## config.mk

```make
export PLATFORM = sky130hd
export DESIGN_NAME = meru_error_report
export DESIGN_NICKNAME = d
export VERILOG_FILES = /design/src/meru_pkg.sv /design/src/meru_cap_if.sv /design/src/meru_capture.sv /design/src/meru_error_report.sv
export SDC_FILE = /design/constraint.sdc
export NUM_CORES = 1
export LEC_CHECK = 0
export BUFFER_PORTS_ARGS = -buffer_cell sky130_fd_sc_hd__buf_2
export CORE_ASPECT_RATIO = 1.5
export CORE_MARGIN = 3
export CORE_UTILIZATION = 35
export DETAILED_ROUTE_END_ITERATION = 10
export PLACE_DENSITY = 0.66
export SLEW_MARGIN = 15
export SYNTH_ARGS = -nofsm -noshare
export SYNTH_HDL_FRONTEND = slang
export SYNTH_SLANG_ARGS = --single-unit
```

## constraint.sdc

```tcl
create_clock -name clk -period 3.5 [get_ports clk]
set_clock_uncertainty 0.2 [all_clocks]
set_input_delay 0.35 -clock clk [delete_from_list [all_inputs] [get_ports clk]]
set_output_delay 0.35 -clock clk [all_outputs]
set_load 0.05 [all_outputs]
```

## src/meru_pkg.sv

```systemverilog
package meru_pkg;

    // register bus geometry
    localparam int unsigned ADDR_W      = 8;
    localparam int unsigned DATA_W      = 32;
    localparam int unsigned BE_W        = 4;

    // register byte offsets
    localparam logic [7:0]  OFS_STATUS   = 8'h00;
    localparam logic [7:0]  OFS_SUPPRESS = 8'h04;
    localparam logic [7:0]  OFS_IRQ_EN   = 8'h08;
    localparam logic [7:0]  OFS_ATTR     = 8'h0c;
    localparam logic [7:0]  OFS_ADDR     = 8'h10;
    localparam logic [7:0]  OFS_SBE      = 8'h14;

    // status bit positions; the four error classes are also shared by suppress and enable
    localparam int unsigned REPEAT_BIT  = 0;
    localparam int unsigned CALIB_BIT   = 24;
    localparam int unsigned MULTI_BIT   = 28;
    localparam int unsigned SINGLE_BIT  = 29;
    localparam int unsigned SELECT_BIT  = 31;

    // capture attribute fields
    localparam int unsigned BEAT_LO     = 1;
    localparam int unsigned BEAT_W      = 3;
    localparam int unsigned SIZE_LO     = 5;
    localparam int unsigned SIZE_W      = 3;
    localparam int unsigned SRC_LO      = 11;
    localparam int unsigned SRC_W       = 5;
    localparam int unsigned TYPE_LO     = 18;
    localparam int unsigned TYPE_W      = 2;
    localparam int unsigned VALID_BIT   = 31;

    // single-bit management fields
    localparam int unsigned THR_LO      = 8;
    localparam int unsigned CNT_LO      = 24;
    localparam int unsigned SBE_W       = 8;

    // implemented bits of each register; the rest read as zero
    localparam logic [31:0] STATUS_MASK = 32'hb1000001;
    localparam logic [31:0] CLASS_MASK  = 32'hb1000000;
    localparam logic [31:0] ATTR_MASK   = 32'h800cf8ee;
    localparam logic [31:0] SBE_MASK    = 32'hff00ff00;
    localparam logic [31:0] RST_REG     = 32'h00000000;

    typedef enum logic {BUS_IDLE, BUS_ANSWER} meru_bus_e;

endpackage

```

## src/meru_cap_if.sv

```systemverilog
`timescale 1ns/100ps
interface meru_cap_if
    import meru_pkg::*;
();
    logic               capture_en;
    logic [BEAT_W-1:0]  beat;
    logic [SIZE_W-1:0]  size;
    logic [SRC_W-1:0]   source;
    logic [TYPE_W-1:0]  ttype;
    logic [DATA_W-1:0]  addr;
    logic               attr_we;
    logic               addr_we;
    logic [DATA_W-1:0]  wdata;
    logic [DATA_W-1:0]  wmask;
    logic [DATA_W-1:0]  attr_q;
    logic [DATA_W-1:0]  addr_q;
    logic               valid;

    modport ctl (output capture_en, beat, size, source, ttype, addr,
                 output attr_we, addr_we, wdata, wmask,
                 input  attr_q, addr_q, valid);
    modport cap (input  capture_en, beat, size, source, ttype, addr,
                 input  attr_we, addr_we, wdata, wmask,
                 output attr_q, addr_q, valid);
endinterface

```

## src/meru_capture.sv

```systemverilog
`timescale 1ns/100ps
module meru_capture
    import meru_pkg::*;
(
    input wire logic clk,
    input wire logic reset,
    meru_cap_if.cap  cap
);

    logic [DATA_W-1:0] attr_r;
    logic [DATA_W-1:0] attr_nxt;
    logic [DATA_W-1:0] addr_r;
    logic [DATA_W-1:0] addr_nxt;

    // software writes first, a capture overrides them in the same cycle
    always_comb begin
        attr_nxt = attr_r;
        addr_nxt = addr_r;
        if (cap.attr_we) begin
            attr_nxt = (attr_r & ~(cap.wmask & ATTR_MASK))
                     | (cap.wdata & cap.wmask & ATTR_MASK);
        end
        if (cap.addr_we) begin
            addr_nxt = (addr_r & ~cap.wmask) | (cap.wdata & cap.wmask);
        end
        // first error wins; a capture also beats a same-cycle clear of
        // valid, so an error racing software is not lost
        if (cap.capture_en
            && !(attr_r[VALID_BIT] && attr_nxt[VALID_BIT])) begin
            attr_nxt = RST_REG;
            attr_nxt[BEAT_LO +: BEAT_W] = cap.beat;
            attr_nxt[SIZE_LO +: SIZE_W] = cap.size;
            attr_nxt[SRC_LO +: SRC_W]   = cap.source;
            attr_nxt[TYPE_LO +: TYPE_W] = cap.ttype;
            attr_nxt[VALID_BIT]         = 1'b1;
            addr_nxt                    = cap.addr;
        end
    end

    // capture storage
    always_ff @(posedge clk) begin
        if (reset) begin
            attr_r <= RST_REG;
            addr_r <= RST_REG;
        end else begin
            attr_r <= attr_nxt;
            addr_r <= addr_nxt;
        end
    end

    assign cap.attr_q = attr_r;
    assign cap.addr_q = addr_r;
    assign cap.valid  = attr_r[VALID_BIT];

    chk_capture_hold: assert property (
        @(posedge clk) disable iff (reset)
        cap.valid && !cap.attr_we && !cap.addr_we
        |=> $stable(cap.addr_q) && $stable(cap.attr_q))
        else $error("capture record changed while valid");

    chk_capture_load: assert property (
        @(posedge clk) disable iff (reset)
        cap.capture_en && !cap.valid
        |=> cap.valid && (cap.addr_q == $past(cap.addr))
            && (cap.attr_q[SRC_LO +: SRC_W] == $past(cap.source)))
        else $error("error record not captured");

endmodule

```

## src/meru_error_report.sv

```systemverilog
// How it works
// writing one clears a status flag
// suppressed classes never flag nor capture
// bit 0 flags a repeated error type
// bit 24 flags calibration error
// bit 28 flags multi-bit ecc error
// bit 29 flags single-bit threshold reached
// bit 31 flags memory select error
// suppress bits 24, 28, 29, 31
// multi-bit needs ecc enabled, not suppressed
// interrupt follows enabled error conditions
// interrupt enable bits 24, 28, 29, 31
// capture bits 1-3 hold beat index
// capture bits 5-7 hold transfer size
// capture bits 11-15 hold master source
// capture bits 18-19 hold access type
// capture bit 31 marks valid record
// address capture holds low 32 bits
// threshold sits in bits 8-15
// counter bits 24-31 count corrected errors
// counter returns to zero at threshold
// software clears counter after handling
// valid record is not overwritten
//
// The address map and the Avalon-MM register port were chosen for this implementation.
`timescale 1ns/100ps
module meru_error_report
    import meru_pkg::*;
(
    input  wire logic              clk,
    input  wire logic              reset,
    input  wire logic [ADDR_W-1:0] avs_address,
    input  wire logic              avs_read,
    input  wire logic              avs_write,
    input  wire logic [DATA_W-1:0] avs_writedata,
    input  wire logic [BE_W-1:0]   avs_byteenable,
    output logic      [DATA_W-1:0] avs_readdata,
    output logic                   avs_waitrequest,
    input  wire logic              ecc_check_en,
    input  wire logic              calib_err,
    input  wire logic              multi_bit_err,
    input  wire logic              single_bit_err,
    input  wire logic              select_err,
    input  wire logic [BEAT_W-1:0] err_beat,
    input  wire logic [SIZE_W-1:0] err_size,
    input  wire logic [SRC_W-1:0]  err_source,
    input  wire logic [TYPE_W-1:0] err_type,
    input  wire logic [DATA_W-1:0] err_addr,
    output logic                   irq
);

    meru_bus_e         state_r;
    meru_bus_e         state_nxt;
    logic [DATA_W-1:0] readdata_r;
    logic [DATA_W-1:0] readdata_nxt;
    logic [DATA_W-1:0] wmask;
    logic              wr_take;
    logic              sel_status;
    logic              sel_suppress;
    logic              sel_irq_en;
    logic              sel_attr;
    logic              sel_addr;
    logic              sel_sbe;

    logic [DATA_W-1:0] status_r;
    logic [DATA_W-1:0] status_nxt;
    logic [DATA_W-1:0] status_w1c;
    logic [DATA_W-1:0] set_vec;
    logic              repeat_hit;
    logic [DATA_W-1:0] suppress_r;
    logic [DATA_W-1:0] irq_en_r;
    logic              irq_r;

    logic              calib_evt;
    logic              multi_evt;
    logic              single_evt;
    logic              select_evt;
    logic              sbe_obs;
    logic [SBE_W-1:0]  thr_r;
    logic [SBE_W-1:0]  cnt_r;
    logic [SBE_W-1:0]  thr_base;
    logic [SBE_W-1:0]  cnt_base;
    logic [SBE_W-1:0]  cnt_inc;
    logic [SBE_W-1:0]  cnt_nxt;
    logic [DATA_W-1:0] sbe_word;
    logic [DATA_W-1:0] sbe_written;

    meru_cap_if cap_bus ();

    // byte enables widened to a bit mask, one lane per generate step
    genvar lane;
    generate
        for (lane = 0; lane < BE_W; lane++) begin : g_lane
            assign wmask[lane*8 +: 8] = {8{avs_byteenable[lane]}};
        end
    endgenerate

    // address decode; misaligned or unknown addresses select nothing
    assign sel_status   = (avs_address == OFS_STATUS);
    assign sel_suppress = (avs_address == OFS_SUPPRESS);
    assign sel_irq_en   = (avs_address == OFS_IRQ_EN);
    assign sel_attr     = (avs_address == OFS_ATTR);
    assign sel_addr     = (avs_address == OFS_ADDR);
    assign sel_sbe      = (avs_address == OFS_SBE);

    // every access waits exactly one cycle, so read data are registered
    // and writes land at the edge where waitrequest is seen low
    always_comb begin
        state_nxt = state_r;
        unique case (state_r)
            BUS_IDLE: begin
                if (avs_read || avs_write) begin
                    state_nxt = BUS_ANSWER;
                end
            end
            BUS_ANSWER: begin
                state_nxt = BUS_IDLE;
            end
        endcase
    end

    assign avs_waitrequest = (avs_read || avs_write)
                           && (state_r == BUS_IDLE);
    assign wr_take         = avs_write && (state_r == BUS_ANSWER);

    // bus handshake state
    always_ff @(posedge clk) begin
        if (reset) begin
            state_r <= BUS_IDLE;
        end else begin
            state_r <= state_nxt;
        end
    end

    // read mux; unmapped offsets answer zero
    always_comb begin
        readdata_nxt = readdata_r;
        if (avs_read && (state_r == BUS_IDLE)) begin
            if (sel_status) begin
                readdata_nxt = status_r;
            end else if (sel_suppress) begin
                readdata_nxt = suppress_r;
            end else if (sel_irq_en) begin
                readdata_nxt = irq_en_r;
            end else if (sel_attr) begin
                readdata_nxt = cap_bus.attr_q;
            end else if (sel_addr) begin
                readdata_nxt = cap_bus.addr_q;
            end else if (sel_sbe) begin
                readdata_nxt = sbe_word;
            end else begin
                readdata_nxt = RST_REG;
            end
        end
    end

    // read data register, held until the next read
    always_ff @(posedge clk) begin
        if (reset) begin
            readdata_r <= RST_REG;
        end else begin
            readdata_r <= readdata_nxt;
        end
    end

    assign avs_readdata = readdata_r;

    // class qualification; a suppressed class is invisible downstream
    assign calib_evt  = calib_err && !suppress_r[CALIB_BIT];
    assign multi_evt  = multi_bit_err && ecc_check_en
                      && !suppress_r[MULTI_BIT];
    assign sbe_obs    = single_bit_err && ecc_check_en
                      && !suppress_r[SINGLE_BIT];
    assign select_evt = select_err && !suppress_r[SELECT_BIT];

    // single-bit threshold and counter, with a same-cycle software write
    // folded in first so a counted error is never lost under a write
    assign sbe_word    = ({cnt_r, 8'h00, thr_r, 8'h00}) & SBE_MASK;
    assign sbe_written = (sbe_word & ~(wmask & SBE_MASK))
                       | (avs_writedata & wmask & SBE_MASK);
    assign thr_base    = (wr_take && sel_sbe)
                       ? sbe_written[THR_LO +: SBE_W] : thr_r;
    assign cnt_base    = (wr_take && sel_sbe)
                       ? sbe_written[CNT_LO +: SBE_W] : cnt_r;
    assign cnt_inc     = SBE_W'(cnt_base + 8'h01);

    always_comb begin
        cnt_nxt    = cnt_base;
        single_evt = 1'b0;
        if (sbe_obs) begin
            if (cnt_inc == thr_base) begin
                cnt_nxt    = '0;
                single_evt = 1'b1;
            end else begin
                cnt_nxt    = cnt_inc;
            end
        end
    end

    // threshold and counter storage
    always_ff @(posedge clk) begin
        if (reset) begin
            thr_r <= '0;
            cnt_r <= '0;
        end else begin
            thr_r <= thr_base;
            cnt_r <= cnt_nxt;
        end
    end

    // status: hardware sets win over a one written in the same cycle
    always_comb begin
        set_vec             = RST_REG;
        set_vec[CALIB_BIT]  = calib_evt;
        set_vec[MULTI_BIT]  = multi_evt;
        set_vec[SINGLE_BIT] = single_evt;
        set_vec[SELECT_BIT] = select_evt;
        repeat_hit          = |(set_vec & status_r & CLASS_MASK);
        set_vec[REPEAT_BIT] = repeat_hit;
        status_w1c          = RST_REG;
        if (wr_take && sel_status) begin
            status_w1c = avs_writedata & wmask & STATUS_MASK;
        end
        status_nxt = ((status_r & ~status_w1c) | set_vec) & STATUS_MASK;
    end

    // status register
    always_ff @(posedge clk) begin
        if (reset) begin
            status_r <= RST_REG;
        end else begin
            status_r <= status_nxt;
        end
    end

    // suppress and interrupt enable registers, byte-lane writes
    always_ff @(posedge clk) begin
        if (reset) begin
            suppress_r <= RST_REG;
        end else if (wr_take && sel_suppress) begin
            suppress_r <= ((suppress_r & ~wmask)
                       | (avs_writedata & wmask)) & CLASS_MASK;
        end
    end

    always_ff @(posedge clk) begin
        if (reset) begin
            irq_en_r <= RST_REG;
        end else if (wr_take && sel_irq_en) begin
            irq_en_r <= ((irq_en_r & ~wmask)
                     | (avs_writedata & wmask)) & CLASS_MASK;
        end
    end

    // interrupt is a level from flagged and enabled classes; registered
    // so the line never glitches with the status decode
    always_ff @(posedge clk) begin
        if (reset) begin
            irq_r <= 1'b0;
        end else begin
            irq_r <= |(status_r & irq_en_r & CLASS_MASK);
        end
    end

    assign irq = irq_r;

    // capture request: calibration carries no transaction, so it only flags
    assign cap_bus.capture_en = multi_evt || single_evt
                              || select_evt;
    assign cap_bus.beat       = err_beat;
    assign cap_bus.size       = err_size;
    assign cap_bus.source     = err_source;
    assign cap_bus.ttype      = err_type;
    assign cap_bus.addr       = err_addr;
    assign cap_bus.attr_we    = wr_take && sel_attr;
    assign cap_bus.addr_we    = wr_take && sel_addr;
    assign cap_bus.wdata      = avs_writedata;
    assign cap_bus.wmask      = wmask;

    meru_capture u_capture (
        .clk   (clk),
        .reset (reset),
        .cap   (cap_bus.cap)
    );

    chk_w1c_clear: assert property (@(posedge clk) disable iff (reset)
        status_w1c[MULTI_BIT] && !multi_evt |=> !status_r[MULTI_BIT])
        else $error("written one did not clear multi-bit flag");

    chk_suppress_block: assert property (
        @(posedge clk) disable iff (reset)
        suppress_r[SELECT_BIT] && !status_r[SELECT_BIT]
        |=> !status_r[SELECT_BIT])
        else $error("suppressed select error set its flag");

    chk_repeat_flag: assert property (
        @(posedge clk) disable iff (reset)
        select_err && !suppress_r[SELECT_BIT] && status_r[SELECT_BIT]
        |=> status_r[REPEAT_BIT])
        else $error("repeated error not flagged");

    chk_multi_gate: assert property (@(posedge clk) disable iff (reset)
        multi_bit_err && !ecc_check_en && !status_r[MULTI_BIT]
        |=> !status_r[MULTI_BIT])
        else $error("multi-bit flagged with ecc checking off");

    chk_irq_follow: assert property (
        @(posedge clk) disable iff (reset)
        (calib_err && !suppress_r[CALIB_BIT] && irq_en_r[CALIB_BIT])
        ##1 irq_en_r[CALIB_BIT] |=> irq)
        else $error("enabled calibration error gave no interrupt");

    chk_count_wrap: assert property (
        @(posedge clk) disable iff (reset)
        sbe_obs && (cnt_inc == thr_base)
        |=> (cnt_r == '0) && status_r[SINGLE_BIT])
        else $error("counter did not wrap and report at threshold");

    chk_calib_set: assert property (
        @(posedge clk) disable iff (reset)
        calib_err && !suppress_r[CALIB_BIT]
        |=> status_r[CALIB_BIT])
        else $error("calibration error not flagged");

    chk_multi_set: assert property (
        @(posedge clk) disable iff (reset)
        multi_bit_err && ecc_check_en && !suppress_r[MULTI_BIT]
        |=> status_r[MULTI_BIT])
        else $error("multi-bit error not flagged");

    chk_select_set: assert property (
        @(posedge clk) disable iff (reset)
        select_err && !suppress_r[SELECT_BIT]
        |=> status_r[SELECT_BIT])
        else $error("select error not flagged");

    chk_select_irq: assert property (
        @(posedge clk) disable iff (reset)
        status_r[SELECT_BIT] && irq_en_r[SELECT_BIT]
        |=> irq)
        else $error("enabled select flag gave no interrupt");

    chk_capture_gate: assert property (
        @(posedge clk) disable iff (reset)
        (suppress_r & CLASS_MASK) == CLASS_MASK && !cap_bus.valid
        && !cap_bus.attr_we |=> !cap_bus.valid)
        else $error("suppressed error was captured");

endmodule

```

==> flow_summary_export.csv <==
group,metric,value,unit
sta,fmax,296,MHz
critical_path,r2r_start,"state_r",
synthesis,synth_cell_types,55,
final_layout,multi_input_area,0.00332,sq mm
final_layout,layout.cells.non_filler,1005,
global_routing,grt_pass1_vias,5156,
clock_network,clock-sinks,109,
die,num_rows,56,
global_routing,gr-usage-all-layers,19.1,%
global_routing,grtUsageMet2,32.5,%
critical_path,r2r_end,"u_capture.cap.attr_q[11]",
power,clockPowerShare,36.9,%
critical_path,cp.arrival,3.42,ns
placement,numPortBuffers,131,
power,power,2.65,mW
critical_path,cp.required,3.54,ns
route,wl_per_cell,17.0,um
global_routing,antenna_found_initial,1,
sta,worstMarginPinSlew,0.696,ns
synthesis,synth_edf_count,0,
global_routing,busiest_layer,"met2",
synthesis,ys_async_sr_fraction,0,%
die,ios,132,
critical_path,rrSetupSlack,0.18,ns
die,coreArea,0.0158,sq mm
final_layout,nets,896,
route,drc,0,
clock_network,clkLatencyLatePin,0.34,ns
critical_path,setup.worst_path.start_class,"input pin",
placement,post-place-ws,-0.218,ns
sta,maxSlewHeadroom,53.3,%
critical_path,criticalPathCategory,"in2reg",
die,die_x,110,um
die,start_util,35.9,%
synthesis,yosysSeqAreaShare,38.6,%
sta,hold_viol,0,
sta,post-route-period-util,96.6,%
power,power_frac_seq,49.7,%
sta,setup_violations,0,
final_layout,antenna_cells,0,
route,drt_first_pass_iters,5,
power,power.density,374,mW/mm^2
flow_run,drv_cap,0,
global_routing,met3_usage,3.06,%
final_layout,postLayoutCoreUtil,45.0,%
min_path,hp-class,"in2reg",
power,power_leakage,3.07,nW
critical_path,endpoint_kind,"flop",
synthesis,synth_seq_cells,109,
power,netSwitchingFraction,26.8,%
final_layout,ff_latch_area,0.00218,sq mm
sta,holdWs,0.105,ns
route,viasPerCell,5.41,
final_layout,fillers,1570,
power,p_int,1.94,mW
route,vias,5439,
placement,dp_cells,989,
clock_network,cts_root_buffer,"clkbuf_16",
clock_network,holdBufCountCts,0,
placement,dpl_cell_area,0.00680,sq mm
clock_network,clk_path_buf_depth,2,
status,outcome,"completed",
die,die_y,162,um
synthesis,syn-num-nets,753,
critical_path,startpoint,"avs_address[5]",
route,antenna_left,0,
die,dieArea,0.0178,sq mm
sta,rsz0062_at_grt,"false",
clock_network,cts_tree,"yes",
synthesis,synth_warnings,0,
power,switchingPower,0.711,mW
final_layout,drive_above_1_share,31.5,%
final_layout,final_area,0.00710,sq mm
global_routing,grt_pass1_wl,26900,um
sta,min_period,3.38,ns
clock_network,cts_buffers,9,
sta,worst_slack,0.118,ns
route,drtIter0Drc,393,
critical_path,reg2regPathDepth,11,
critical_path,critPathMaxFanout,14,
synthesis,synth-main-ff-cell,"dfxtp_1",
route,drt_wl_total,17100,um
placement,detailed_place_hpwl,12800,um
power,peakVddDrop,0.199,mV
sta,final-max-slew-violation-count,0,
clock_network,cts.htree.levels,3,
power,pwr-share-comb,13.3,%
final_layout,area_delta_synth_final,25.5,%
synthesis,synth.avg_cell_area,8.65,sq um
global_routing,grt_max_degree,79,
clock_network,path_clk_slew,0.08,ns
global_routing,grtUsageMet1,23.8,%
placement,routabilityCongestion,0.918,
synthesis,syn_inst,654,
sta,setup-tns-final,0,ns
global_routing,grt_overflow,0,
synthesis,netlist_area,0.00566,sq mm
critical path: stages:
cell and delay, ns:
buf_2 0.11, or4b_4 0.56, or4_4 0.55, a222oi_1 0.46, xnor3_1 0.27, nand3_1 0.13
a311oi_4 0.07, a41oi_4 0.28, buf_4 0.27, mux2_2 0.36
power by group through the flow:
stage,Clock [mW],Combinational (mW),Sequential (mW)
finish,0.980,0.353,1.32
global route,1.03,0.389,1.33
CTS,0.996,0.354,1.32
detailed placement,0,0.353,1.35
global placement,0,0.349,1.35
floorplan,0,0.202,1.35
cells in the mapped netlist, types with 7 or more instances:
cell type	count	share of area (%)
xnor2_1	7	1.1
nor2b_1	48	5.3
a22oi_1	13	1.7
a222oi_1	22	3.9
mux2_2	46	9.2
o21ai_0	8	0.71
a21oi_1	47	4.2
dfxtp_1	109	39
nand3_1	49	4.3
a22o_1	10	1.5
nand2_1	68	4.5
nor2_1	73	4.8
clkbuf_1	38	2.5
mux2i_1	30	5.3
metal layers:
layer	wire, um	vias up	part of all wire, %
met4	514	2	3.0
met5	8	-	0.047
met2	8590	194	50
met1	6950	2556	41
met3	1050	32	6.1
li1	-	2655	-
worst min path at each step:
stage,startpoint,endpoint,slack [ns],cells past startpoint
final,avs_read,state_r,0.11,3
after global routing,err_addr[2],flop,0.14,3
after CTS,avs_read,state_r,0.10,3
after detailed placement,flop,flop,0.27,2
after global placement,flop,flop,0.26,2
after floorplan,flop,avs_readdata[24],0.25,2
kinds of logic (layout without fill, tap and decap cells):
| group | count (synthesis) | in the layout | share of synthesized area [%] |
|---|---|---|---|
| buffers and inverters | 49 | 197 | 3.83 |
| flip-flops | 109 | 109 | 38.6 |
| AO/OA/AOI/OAI | 126 | 126 | 16.2 |
| AND/OR/NAND/NOR | 281 | 281 | 24.5 |
| multiplexers | 79 | 79 | 15.1 |
| XOR/XNOR | 9 | 9 | 1.64 |
| adder cells (fa/ha/maj) | 1 | 1 | 0.221 |
final cells by class:
cell class                      instances  area share, %
Clock buffer                           10           3.23
Clock inverter                          6          0.652
Tap cell                              203           3.58
Sequential cell                       109           30.7
Timing Repair Buffer                  180           15.0
Inverter                                1         0.0529
Multi-Input combinational cell        496           46.8
cell usage in the layout (no fill, tap or decap), types with 3 or more instances in the layout:
cell / n
nor4_1: 4
a222oi_1: 22
nor2_1: 73
mux2i_1: 30
and2_1: 5
o21ai_0: 8
nand2_1: 68
a22o_1: 10
buf_2: 130
buf_4: 47
mux2_2: 46
nand4_1: 3
nand3b_1: 3
nor2b_1: 48
buf_12: 3
nand2b_1: 3
xnor2_1: 7
and3_1: 5
mux2_1: 3
nand3_1: 47
a22oi_1: 13
clkbuf_16: 9
a21oi_1: 47
a211oi_1: 3
dfxtp_1: 109
a221oi_1: 5
a31oi_1: 3
nor3_1: 4
what timing repair did:
| item | 4_1_cts | 5_1_grt |
|---|---|---|
| endpoints found under the hold margin | 0 | 0 |
| buffers inserted | 0 | 0 |
| setup endpoints to repair | 0 | 4 |
| gates resized for setup | 0 | 4 |
Power figures use the tool's default switching activity.
